File: src/common/brs_consts.svh
// Timing figures and reset values for the boot and hibernate sequencer.
// Assumes a 200 MHz system clock; times are kept in microseconds, per-KB times in nanoseconds.
`ifndef BRS_CONSTS_SVH
`define BRS_CONSTS_SVH

`define BRS_CLK_MHZ          200
`define BRS_HW_WAKE_US       25000
`define BRS_ROM_XTAL_US      1100000
`define BRS_ROM_EXT_RAM_US   10300
`define BRS_ROM_EXT_FLASH_US 17300
`define BRS_LOAD_RAM_NS_KB   1700000
`define BRS_CHECK_FLASH_NS_KB 60000
`define BRS_HIB_WAKE_US      50000
`define BRS_HIB_PATCH_US     75000
`define BRS_HIB_CAL_US       200000
`define BRS_SYNC_RST_VAL     3'b000
`define BRS_SLOW_OSC_RST     1'b0
`define BRS_FAST_CLK_RST     1'b0

`endif

File: src/common/brs_pkg.sv
// Types shared by the boot and hibernate sequencer.
// Assumes brs_consts.svh supplies the numeric constants.
package brs_pkg;

    // Sequencer stages
    typedef enum logic [2:0] {
        BRS_HOLD     = 3'b000,
        BRS_HW_WAKE  = 3'b001,
        BRS_ROM_INIT = 3'b010,
        BRS_APP_LOAD = 3'b011,
        BRS_RUN      = 3'b100,
        BRS_HIBER    = 3'b101,
        BRS_HIB_WAKE = 3'b110
    } brs_state_t;

    // Board and firmware options sampled by the sequencer
    typedef struct packed {
        logic        flash_variant;
        logic        ext_slow_clk;
        logic [10:0] image_kb;
    } brs_cfg_t;

    // Hibernate wake conditions
    typedef struct packed {
        logic calib_needed;
        logic patch_needed;
    } brs_wake_t;

    // Status seen by the rest of the chip
    typedef struct packed {
        brs_state_t  stage;
        logic        slow_osc_en;
        logic        fast_clk_en;
        logic        rtc_run;
        logic        boot_done;
    } brs_status_t;

endpackage

File: src/rtl/brs_sequencer.sv
// Boot, reset and hibernate-wake sequencer of the wireless controller.
// Assumes external_reset_n is an asynchronous board pin; all other inputs
// are driven from logic on the 200 MHz clock.
//
// Functional notes
// RL1: Board holds external_reset_n low while supplies ramp.
// RL2: With external slow clock, reset released only once it is stable.
// RL3: Restart needs an external reset low pulse of at least 200 ms.
// RL4: With the high-value pulldown fitted, pulse may shrink to 100 us.
// RL5: Host calls host_stop_call before toggling reset; prefer software reset.
// RL6: Reset released at least 1 ms after both supplies are stable.
// RL7: Crystal boot: 25 ms hardware wake, then 1.1 s ROM initialisation.
// RL8: External slow clock: ROM init 10.3 ms RAM-only, 17.3 ms flash.
// RL9: Then 1.7 ms per KB load, or 0.06 ms per KB flash check.
// RL10: Hibernate wake takes 50 ms, or 200 ms when calibration runs.
// RL11: Hibernate wake stretches to 75 ms when a patch is fetched.
// RL12: Slow crystal oscillator stays enabled while hibernating.
// RL13: Slow clock feeds the RTC; fast clock feeds processor and radio.
// RL14: Supplied slow clock is within 150 ppm of nominal.
// RL15: External slow clock enters on the positive oscillator pin.
// RL16: Boot stages run strictly in order, each after the previous ends.
`include "brs_consts.svh"

module brs_sequencer
    import brs_pkg::*;
#(
    parameter int unsigned HW_WAKE_CYC   =
        `BRS_HW_WAKE_US * `BRS_CLK_MHZ,
    parameter int unsigned ROM_XTAL_CYC  =
        `BRS_ROM_XTAL_US * `BRS_CLK_MHZ,
    parameter int unsigned ROM_RAM_CYC   =
        `BRS_ROM_EXT_RAM_US * `BRS_CLK_MHZ,
    parameter int unsigned ROM_FLASH_CYC =
        `BRS_ROM_EXT_FLASH_US * `BRS_CLK_MHZ,
    parameter int unsigned LOAD_KB_CYC   =
        `BRS_LOAD_RAM_NS_KB * `BRS_CLK_MHZ / 1000,
    parameter int unsigned CHECK_KB_CYC  =
        `BRS_CHECK_FLASH_NS_KB * `BRS_CLK_MHZ / 1000,
    parameter int unsigned HIB_WAKE_CYC  =
        `BRS_HIB_WAKE_US * `BRS_CLK_MHZ,
    parameter int unsigned HIB_PATCH_CYC =
        `BRS_HIB_PATCH_US * `BRS_CLK_MHZ,
    parameter int unsigned HIB_CAL_CYC   =
        `BRS_HIB_CAL_US * `BRS_CLK_MHZ
)(
    input  wire logic        clock,
    input  wire logic        reset,
    input  wire logic        external_reset_n,
    input  wire brs_cfg_t    cfg,
    input  wire logic        hibernate_req,
    input  wire logic        wake_req,
    input  wire brs_wake_t   wake_cond,
    output brs_status_t      status,
    output logic             stage_done
);

    // Reset pin synchroniser; only stage 2 and 3 are looked at
    logic [2:0]  rst_sync_q;
    logic        rst_pin_low_q;
    logic        rst_agree;
    logic        rst_assert;
    logic        rst_release;

    brs_state_t  state_q;
    brs_state_t  state_d;
    logic [31:0] count_q;
    logic [31:0] count_d;
    logic [10:0] kb_left_q;
    logic [10:0] kb_left_d;
    brs_cfg_t    cfg_q;
    logic        slow_osc_en_q;
    logic        fast_clk_en_q;
    logic        rtc_run_q;
    logic        boot_done_q;
    logic        stage_done_q;

    // Pin synchroniser: three flops, change counts when stages 2 and 3 agree
    always_ff @(posedge clock or posedge reset)
    begin
        if (reset)
        begin
            rst_sync_q    <= `BRS_SYNC_RST_VAL;
            rst_pin_low_q <= 1'b1;
        end
        else
        begin
            rst_sync_q    <= {rst_sync_q[1:0], external_reset_n};
            if (rst_agree)
                rst_pin_low_q <= ~rst_sync_q[2];
        end
    end

    assign rst_agree   = rst_sync_q[1] == rst_sync_q[2];
    // A low level seen at stages 2 and 3 together restarts; pulse length is the board's duty [RL3] [RL4]
    assign rst_assert  = rst_agree && !rst_sync_q[2];
    // Release marks supplies and slow clock as stable [RL1] [RL2] [RL6]
    assign rst_release = rst_agree && rst_sync_q[2] && rst_pin_low_q;

    // Stage lengths picked by continuous selection
    logic        timer_done;
    logic [31:0] rom_cyc;
    logic [31:0] kb_cyc;
    logic [31:0] hib_cyc;
    logic        no_image;

    assign timer_done = count_q == 32'h0000_0001;
    // Crystal settling dominates ROM init unless the clock is external
    assign rom_cyc = !cfg_q.ext_slow_clk ? 32'(ROM_XTAL_CYC)      // [RL7]
                   : cfg_q.flash_variant ? 32'(ROM_FLASH_CYC)     // [RL8]
                   : 32'(ROM_RAM_CYC);                            // [RL8]
    assign kb_cyc  = cfg_q.flash_variant ? 32'(CHECK_KB_CYC)      // [RL9]
                   : 32'(LOAD_KB_CYC);                            // [RL9]
    // Longest applicable extension wins when several conditions hold
    assign hib_cyc = wake_cond.calib_needed ? 32'(HIB_CAL_CYC)    // [RL10]
                   : wake_cond.patch_needed ? 32'(HIB_PATCH_CYC)  // [RL11]
                   : 32'(HIB_WAKE_CYC);                           // [RL10]
    assign no_image = cfg_q.image_kb == 11'h000;

    // Next-state logic; each stage starts only when the prior one ends
    always_comb
    begin
        state_d   = state_q;
        count_d   = count_q;
        kb_left_d = kb_left_q;
        unique case (state_q)
            BRS_HOLD:
            begin
                if (rst_release)
                begin
                    state_d = BRS_HW_WAKE;                        // [RL16]
                    count_d = 32'(HW_WAKE_CYC);                   // [RL7]
                end
            end
            BRS_HW_WAKE:
            begin
                count_d = count_q - 32'h0000_0001;
                if (timer_done)
                begin
                    state_d = BRS_ROM_INIT;                       // [RL16]
                    count_d = rom_cyc;
                end
            end
            BRS_ROM_INIT:
            begin
                count_d = count_q - 32'h0000_0001;
                if (timer_done)
                begin
                    state_d   = no_image ? BRS_RUN : BRS_APP_LOAD; // [RL16]
                    count_d   = kb_cyc;
                    kb_left_d = cfg_q.image_kb;
                end
            end
            BRS_APP_LOAD:
            begin
                // One per-KB slice at a time keeps the counter 32 bits wide
                count_d = count_q - 32'h0000_0001;
                if (timer_done)
                begin
                    kb_left_d = kb_left_q - 11'h001;              // [RL9]
                    count_d   = kb_cyc;
                    if (kb_left_q == 11'h001)
                        state_d = BRS_RUN;                        // [RL16]
                end
            end
            BRS_RUN:
            begin
                if (hibernate_req)
                    state_d = BRS_HIBER;
            end
            BRS_HIBER:
            begin
                if (wake_req)
                begin
                    state_d = BRS_HIB_WAKE;
                    count_d = hib_cyc;                    // [RL10] [RL11]
                end
            end
            BRS_HIB_WAKE:
            begin
                count_d = count_q - 32'h0000_0001;
                if (timer_done)
                begin
                    state_d   = no_image ? BRS_RUN : BRS_APP_LOAD;
                    count_d   = kb_cyc;
                    kb_left_d = cfg_q.image_kb;
                end
            end
            default:
            begin
                state_d = BRS_HOLD;
            end
        endcase
        if (rst_assert)
        begin
            state_d   = BRS_HOLD;
            count_d   = 32'h0000_0000;
            kb_left_d = 11'h000;
        end
    end

    // Sequencer registers
    always_ff @(posedge clock or posedge reset)
    begin
        if (reset)
        begin
            state_q   <= BRS_HOLD;
            count_q   <= 32'h0000_0000;
            kb_left_q <= 11'h000;
        end
        else
        begin
            state_q   <= state_d;
            count_q   <= count_d;
            kb_left_q <= kb_left_d;
        end
    end

    // Options are latched at reset release so they cannot shift mid-boot
    always_ff @(posedge clock or posedge reset)
    begin
        if (reset)
            cfg_q <= '0;
        else if (state_q == BRS_HOLD)
            cfg_q <= cfg;
    end

    // Clock enables and status flags, all registered
    always_ff @(posedge clock or posedge reset)
    begin
        if (reset)
        begin
            slow_osc_en_q <= `BRS_SLOW_OSC_RST;
            fast_clk_en_q <= `BRS_FAST_CLK_RST;
            rtc_run_q     <= 1'b0;
            boot_done_q   <= 1'b0;
            stage_done_q  <= 1'b0;
        end
        else
        begin
            // Slow oscillator runs in every state but hold [RL12] [RL13]
            slow_osc_en_q <= state_d != BRS_HOLD;
            rtc_run_q     <= state_d != BRS_HOLD;                 // [RL13]
            // Fast clock off only while held or hibernating [RL13]
            fast_clk_en_q <= state_d != BRS_HOLD &&
                             state_d != BRS_HIBER;
            boot_done_q   <= state_d == BRS_RUN;
            stage_done_q  <= state_d != state_q && !rst_assert &&
                             state_q != BRS_HOLD;
        end
    end

    assign status = '{stage:       state_q,
                      slow_osc_en: slow_osc_en_q,
                      fast_clk_en: fast_clk_en_q,
                      rtc_run:     rtc_run_q,
                      boot_done:   boot_done_q};
    assign stage_done = stage_done_q;

endmodule

File: config.mk
export PLATFORM = sky130hd
export DESIGN_NAME = brs_sequencer
export DESIGN_NICKNAME = d
export VERILOG_FILES = /design/src/common/brs_pkg.sv /design/src/rtl/brs_sequencer.sv
export VERILOG_INCLUDE_DIRS = /design/src /design/src/common
export SDC_FILE = /design/constraint.sdc
export NUM_CORES = 1
export LEC_CHECK = 0
export BUFFER_PORTS_ARGS = -buffer_cell sky130_fd_sc_hd__buf_2
export CORE_ASPECT_RATIO = 0.8
export CORE_MARGIN = 10
export CORE_UTILIZATION = 45
export DETAILED_ROUTE_END_ITERATION = 16
export GPL_ROUTABILITY_DRIVEN = 0
export GPL_TIMING_DRIVEN = 1
export PLACE_DENSITY_LB_ADDON = 0.08
export SLEW_MARGIN = 30
export SYNTH_ARGS = -nofsm -noshare
export SYNTH_HDL_FRONTEND = slang
export SYNTH_SLANG_ARGS = --single-unit
File: constraint.sdc
create_clock -name clock -period 3.2 [get_ports clock]
set_input_delay 0.48 -clock clock [delete_from_list [all_inputs] [get_ports clock]]
set_output_delay 0.48 -clock clock [all_outputs]
set_load 0.01 [all_outputs]
-- Yosys cells after proc, flatten, opt, wreduce, memory -nomap -nowiden
Cells that the tools add are included.
- flip-flop bits (word level): 67
- latch bits: 0
- bits in writable memories: 0
- memory bits (read-only): 0
- word-level logic and storage cells: 74
- memories: 0
- add/sub/neg operators: 2
- $mul: 0
- divide/modulo/power cells: 0
- order comparisons: 0
- eq/ne operators: 16
- shift-type cells: 0
- muxes and demuxes: 25
- bitwise operators: 1
- reductions and logical operators: 18
- operators by type and width (cell ; count):
    $mux 32 ; 5
    $pmux 32 s4 ; 1
    $mux 11 ; 3
    $eq 32x1->1 const B ; 1
    $sub 32x1->32 const B ; 1
    $mux 28 ; 1
    $mux 3 ; 9
    $mux 26 ; 1
    $mux 23 ; 1
    $mux 22 ; 1
    $pmux 11 s2 ; 1
    $mux 19 ; 1
    $pmux 3 s6 ; 1
    $eq 3x3->1 const B ; 4
    $ne 3x3->1 const B ; 4
    $eq 11x1->1 const B ; 1
    $logic_not 11->1 ; 1
    $sub 11x1->11 const B ; 1
    $reduce_bool 3->1 ; 3
    $eq 3x2->1 const B ; 2
    $logic_and 1x1->1 ; 6
    $reduce_and 3->1 ; 2
    $reduce_bool 5->1 ; 1
    $eq 3x1->1 const B ; 1
    8 further kinds ; 9

-- Logic depth before layout (Yosys ltp)
Gate-level depths: netlist of run 1.
- depth after elaboration: 9
- mapped depth: 11
- depth with buffers taken out: 9

-- Worst setup path after synthesis of run 1
Ideal clock, no wire load.
- kind: flip-flop to flip-flop
- from: reg count_q[22]
- to: reg stage_done_q, in the netlist stage_done
- arrival time: 2.595 ns
- data required time: 3.118 ns
- path slack: 0.523 ns
- stages on the path, launching flop included: 11
- cell sequence: dfrtp_1 -> or4_4 -> or2_1 -> buf_6 -> or3_1 -> buf_2 -> nor4_1 -> or3_1 -> buf_4 -> mux2_4 -> nor3_2
- longest elaborated chain between the ends: 7
- elaborated cells between the ends (all ways): 9
- classes of those cells: eq/ne: 2; mux: 5; reduce/logical: 2
- RTL lines (element ; line ; RTL):
    from (decl) ; brs_sequencer.sv:66 ; logic [31:0] count_q;
    from (signal assigned) ; brs_sequencer.sv:213 ; count_q <= count_d;
    $eq 32x1->1 (*) ; brs_sequencer.sv:106 ; assign timer_done = count_q == 32'h0000_0001;
    $mux 3, on equally long branches ; n/a ;
    $pmux 3 s6 (*) ; brs_sequencer.sv:125 ; unique case (state_q)
    $mux 3 (*) ; brs_sequencer.sv:193 ; if (rst_assert)
    via state_d[0] ; brs_sequencer.sv:65 ; brs_state_t state_d;
    $ne 3x3->1 (*) ; brs_sequencer.sv:247 ; stage_done_q <= state_d != state_q && !rst_assert &&
    $logic_and 1x1->1 (*) (2 in series) ; brs_sequencer.sv:247 ;
    to (signal assigned) ; brs_sequencer.sv:247 ;
    to (decl) ; brs_sequencer.sv:75 ; logic stage_done_q;
The timed path passes the listed nets; every way through them passes the cells marked *.
A chain may end at the register's enable or synchronous reset.

-- Worst setup path after layout of run 1
- from: reg count_q[22]
- to: reg stage_done_q, in the netlist stage_done
- longest elaborated chain between the ends: 7
- elaborated cells between the ends (all ways): 9
- classes of those cells: eq/ne: 2; mux: 5; reduce/logical: 2
- RTL lines (element ; line):
    $eq 32x1->1 (*) ; brs_sequencer.sv:106
    $mux 3, on equally long branches ; n/a
    $pmux 3 s6 (*) ; brs_sequencer.sv:125
    $mux 3 (*) ; brs_sequencer.sv:193
    $ne 3x3->1 (*) ; brs_sequencer.sv:247
    $logic_and 1x1->1 (*) (2 in series) ; brs_sequencer.sv:247
Every way passes the cells marked *; elsewhere a longest branch is shown, timed or not.

==> flow_metrics.py, run 1 <==
metrics = {
    "grt": {
        "first_global_vias": 3677,
        "antenna_found_initial": 0,
        "overflow": 0,
        "grt_max_degree": 39,
        "track_usage_pct": 17.8,
        "grt_pass1_wl_mm": 19.5,
    },
    "sta": {
        "setup_viol": 0,
        "slew_headroom_pct": 43.5,
        "setup_slack_ns": 0.285,
        "worst_slew_pin_slew_ns": 0.848,
        "fin_crit_sh_pct": 91.1,
        "hold_viol": 0,
        "final_max_slew_viol_count": 0,
        "finalSetupTns_ns": 0,
        "rsz0062_at_grt": "false",
        "period_needed_ns": 2.91,
        "fmaxAchievable_mhz": 343,
        "skew_ns": 0.00526,
    },
    "critical_path": {
        "path_buf_inv": 0,
        "crit_path_end_kind": "flop",
        "cp_top_family": "simple AND/OR/NAND/NOR gates",
        "cp_num_cells": 7,
        "rr_worst_depth": 7,
        "max_stage_delay_ns": 0.59,
        "cp-start-kind": "flop",
        "worstPathArrival_ns": 3.17,
        "slowest_stage": "or3_1",
        "critical_path_class": "flop to flop",
        "cpMostUsedCell": "or3_1",
        "required_ns": 3.46,
        "worstPathMaxFanout": 10,
        "cp_cell_sequence": "or4_4 > or2_1 > or3_1 > nor4_1 > or3_1 > mux2_4 > nor3_2",
    },
    "cells_and_area": {
        "nNetsFinal": 539,
        "final_area_um2": 4700,
        "syn_to_final_growth_pct": 14.1,
        "drive_gt1_share_pct": 16.4,
        "antennaDiodeCount": 0,
    },
    "floorplanning": {
        "design.core.area_um2": 9000,
        "design.die.area_um2": 13400,
        "rows": 31,
        "start_util_pct": 45.8,
        "num_io_pins": 28,
        "die_y_um": 106,
        "die_w_um": 127,
    },
    "min_path": {
        "holdCritPathClass": "primary input to flop",
        "hold_path_depth": 1,
    },
    "power": {
        "p_per_area_nw_per_um2": 583,
        "p_leak_nw": 2.09,
        "peakVddDrop_v": 0.000373,
    },
    "placed_design": {
        "dp_hpwl_mm": 8.48,
        "place.port_buffers": 27,
        "placed_area_um2": 4380,
        "pre_cts_ws_ns": 0.304,
    },
    "synthesis": {
        "yosys_warnings": 0,
        "ys_top_cells_by_count": "o21ai_0 (71), dfrtp_1 (66), nor2_1 (49)",
        "netlist_top_cells_area": "dfrtp_1 (40%), o21ai_0 (8.6%), nor2_1 (4.5%)",
        "synth_edf_count": 0,
        "yosysSeqAreaShare_pct": 40.7,
        "synthCells": 492,
        "syn_nets": 518,
        "synth_ff_type": "dfrtp_1",
        "synth_area_um2": 4120,
        "synth-seq-cells": 67,
        "syn_area_per_cell_um2": 8.37,
        "yosysUniqueCellTypes": 58,
        "synth_most_common_cell": "o21ai_0",
        "post-synth-top-area-cell": "dfrtp_1",
        "synth-async-reset-ratio_pct": 100,
        "synth_top_area_share_pct": 40.1,
    },
    "clock_tree": {
        "cts_tree": "yes",
        "clk_path_buf_depth": 2,
        "h-tree-depth": 3,
        "root_buffer": "clkbuf_16",
        "clk_latency_ns": 0.34,
        "numClockSinks": 67,
        "cts_buffers": 9,
        "post_cts_resized": 0,
        "post_cts.repair.setup_buffers": 0,
        "cts_hold_buf": 0,
        "path_clk_slew_ns": 0.06,
    },
    "drt": {
        "drtIter0Drc": 411,
        "vias": 3836,
        "wl_per_cell_um": 18.3,
        "vias_per_cell": 6.06,
        "firstDrtPassIters": 5,
        "route.detailed.drc": 0,
        "ant_nets": 0,
        "wirelength_mm": 11.6,
    },
    "status": {
        "outcome": "complete, no violations",
    },
    "job": {
        "maxCapViolCount": 0,
    },
}
[per-layer routing]
layer	vias up	track usage [%]	part of all wire (%)
met5	-	0	0
met4	0	5.28	1.4
met3	17	4.66	7.4
met2	143	23.3	40
met1	1831	27.4	51
li1	1845	-	-
[registers in the layout (all words and copies together) (netlist names)]
signal         count
count_q           32
stage_done         1
state_q            3
rst_sync_q         3
rtc_run_q          1
rst_pin_low_q      1
cfg_q             13
fast_clk_en_q      1
kb_left_q         11
boot_done_q        1
[through the flow]
step	cells	power, mW	util [%]	hold WS (ns)
after floorplan	492	1.49	-	0.331
final	633	2.74	52.2	0.250
after global routing	633	2.87	52.2	0.242
after global placement	617	1.67	48.7	0.332
after detailed placement	617	1.68	48.7	0.337
after CTS	633	2.74	52.2	0.244
[layout make-up]
class | count | area, um^2
clock inverters | 6 | 90.1
repair buffers | 45 | 270
flip-flops and latches | 67 | 1680
fillers | 846 | 4300
multi-input cells | 378 | 2240
inverters | 12 | 45.0
clock buffers | 10 | 229
well taps | 115 | 144
[power breakdown]
part / total (mW) / switching (mW) / internal [mW] / leakage (nW)
clock network: 1.07 / 0.382 / 0.683 / 0.153
logic: 0.658 / 0.401 / 0.256 / 1.06
registers: 1.02 / 0.0941 / 0.923 / 0.879
[cell usage in the layout, fill, tap and decap left out, types with 9 or more instances in the layout]
cell type / count
or3_1: 13
dfrtp_1: 66
a21oi_1: 35
clkbuf_16: 9
nor4_1: 18
o21ai_0: 71
buf_4: 18
nand3_1: 11
inv_1: 11
nand2b_1: 9
nor3_1: 20
mux2_2: 13
nor2_1: 49
buf_2: 27
nand2_1: 40
[final timing paths]
| path | to | slack (ns) | from |
|---|---|---|---|
| worst max-delay path | stage_done | 0.29 | count_q[22] |
| min in group asynchronous | count_q[31] | 0.31 | reset |
| worst min register to register | rst_sync_q[1] | 0.34 | rst_sync_q[0] |
| worst min-delay path | rst_sync_q[0] | 0.25 | external_reset_n |
| worst max register to register | stage_done | 0.29 | count_q[22] |
| max in group asynchronous | count_q[8] | 2.15 | reset |
[cell families (layout without fill, tap and decap cells)]
kind of cell	after synthesis	after routing	share of synthesized area, %
adder cells (fa/ha/maj)	6	6	1.82
AND/OR/NAND/NOR	194	194	24.3
flip-flops	67	67	40.7
XOR/XNOR	5	5	1.06
buffers and inverters	47	73	5.01
multiplexers	18	18	4.89
AO/OA/AOI/OAI	155	155	22.2
Note: power is estimated with default switching activity, not from simulation.
==> inputs of run 2 (changes only) <==
--- a/config.mk
+++ b/config.mk
@@ -14,6 +14,8 @@
 export GPL_ROUTABILITY_DRIVEN = 0
 export GPL_TIMING_DRIVEN = 1
 export PLACE_DENSITY_LB_ADDON = 0.08
+export RECOVER_POWER = 25
+export REMOVE_ABC_BUFFERS = 1
 export SLEW_MARGIN = 30
 export SYNTH_ARGS = -nofsm -noshare
 export SYNTH_HDL_FRONTEND = slang
==> run 2 against run 1 <==
Setup slack gained 0.0010 ns. Clock skew grew 0.0034 ns. Critical path type unchanged. Combinational power grew 4.7%. Utilization grew 0.83 points.
==> flow_metrics.py, run 2 (same netlist as run 1, synthesis figures left out) <==
metrics = {
    "sta": {
        "fin_crit_sh_pct": 91.1,
        "worst_slew_pin_slew_ns": 1.20,
        "final_max_slew_viol_count": 0,
        "hold_viol": 0,
        "finalSetupTns_ns": 0,
        "setup_slack_ns": 0.286,
        "period_needed_ns": 2.91,
        "rsz0062_at_grt": "false",
        "setup_viol": 0,
        "slew_headroom_pct": 19.8,
        "whs_ns": 0.244,
        "fmaxAchievable_mhz": 343,
        "skew_ns": 0.00867,
    },
    "grt": {
        "grt_pass1_wl_mm": 19.9,
        "grt_max_degree": 38,
        "overflow": 0,
        "track_usage_pct": 18.2,
        "antenna_found_initial": 0,
        "first_global_vias": 3663,
    },
    "cells_and_area": {
        "nNetsFinal": 543,
        "antennaDiodeCount": 0,
        "final_cell_mix": "o21ai_0 (71), dfrtp_1 (66), nor2_1 (49), nand2_1 (40), a21oi_1 (35)",
        "fin_cells": 637,
        "drive_gt1_share_pct": 16.9,
        "final_common_cell": "o21ai_0",
        "largest-register": "count_q",
        "final_area_um2": 4770,
        "fin_util_pct": 53.1,
        "syn_to_final_growth_pct": 15.9,
        "reg_top3": "count_q (32), cfg_q (13), kb_left_q (11)",
        "largest_reg_flops": 32,
    },
    "clock_tree": {
        "post_cts_resized": 0,
        "path_clk_slew_ns": 0.06,
        "cts_tree": "yes",
        "cts_buffers": 9,
        "h-tree-depth": 3,
        "clk_latency_ns": 0.34,
        "numClockSinks": 67,
        "clk_path_buf_depth": 2,
        "cts_hold_buf": 0,
        "root_buffer": "clkbuf_16",
    },
    "min_path": {
        "hold_path_depth": 1,
        "holdCritPathClass": "primary input to flop",
        "min_from": "external_reset_n",
    },
    "placed_design": {
        "dpl.cell_count": 619,
        "dp_hpwl_mm": 8.62,
        "place.port_buffers": 27,
        "placed_area_um2": 4410,
        "pre_cts_ws_ns": 0.317,
    },
    "drt": {
        "route.detailed.drc": 0,
        "ant_nets": 0,
        "wirelength_mm": 12.0,
        "firstDrtPassIters": 5,
        "vias_per_cell": 6.14,
        "vias": 3911,
        "wl_per_cell_um": 18.9,
        "drtIter0Drc": 475,
    },
    "critical_path": {
        "crit_path_end_kind": "flop",
        "rr_worst_depth": 7,
        "worstPathMaxFanout": 10,
        "worstPathArrival_ns": 3.18,
        "required_ns": 3.46,
        "critical_path_class": "flop to flop",
        "worstReg2RegStart": "count_q[22]",
        "crit_path_start": "count_q[22]",
        "cp-start-kind": "flop",
    },
    "floorplanning": {
        "start_util_pct": 45.8,
        "rows": 31,
        "die_y_um": 106,
        "die_w_um": 127,
        "num_io_pins": 28,
        "design.die.area_um2": 13400,
        "design.core.area_um2": 9000,
    },
    "job": {
        "maxCapViolCount": 0,
    },
    "power": {
        "p_leak_nw": 2.13,
        "peakVddDrop_v": 0.000347,
        "p_per_area_nw_per_um2": 615,
        "total_power_mw": 2.94,
    },
    "status": {
        "outcome": "complete, no violations",
    },
}
run 2: cell types whose count changed in the layout (fill, tap and decap cells not counted), sizes merged:
cell / before / now
clkinv: 3 / 2
clkbuf: 10 / 11
bufinv: 2 / 4
buf: 45 / 48
clkinvlp: 1 / 0
run 2: what timing repair did:
action / CTS / global route
endpoints found under the hold margin: 0 / 0
buffers inserted: 0 / 2
endpoints found under the setup margin: 0 / 1
run 2: final cells by class:
type	count	area, um^2
clock buffer	10	229
tap	115	144
inverter	12	45.0
multi-input combinational	378	2240
timing repair buffer	49	298
clock inverter	6	138
fill	862	4220
sequential	67	1680
run 2: worst paths after layout:
kind / end / slack [ns]
max in group asynchronous: count_q[9] / 1.22
worst max-delay path: stage_done / 0.29
worst max register to register: stage_done / 0.29
worst min register to register: rst_sync_q[1] / 0.35
worst min-delay path: rst_sync_q[0] / 0.24
min in group asynchronous: cfg_q[7] / 0.45
run 2: metal layers:
| layer | share of wire [%] | GRT usage [%] |
|---|---|---|
| met1 | 50 | 27.9 |
| met2 | 40 | 24.0 |
| met3 | 8.9 | 4.21 |
| met4 | 1.4 | 5.93 |
| met5 | 0 | 0 |
run 2: report_power, final:
group | leakage (nW) | switching, mW | internal (mW)
Sequential | 0.879 | 0.0953 | 0.923
Clock | 0.177 | 0.387 | 0.843
Combinational | 1.08 | 0.417 | 0.272
run 2: critical path, cell delays in order (launching register included):
cell	delay [ns]
dfrtp_1	0.41
or4_4	0.55
or2_1	0.33
or3_1	0.59
nor4_1	0.28
or3_1	0.26
mux2_4	0.33
nor3_2	0.10
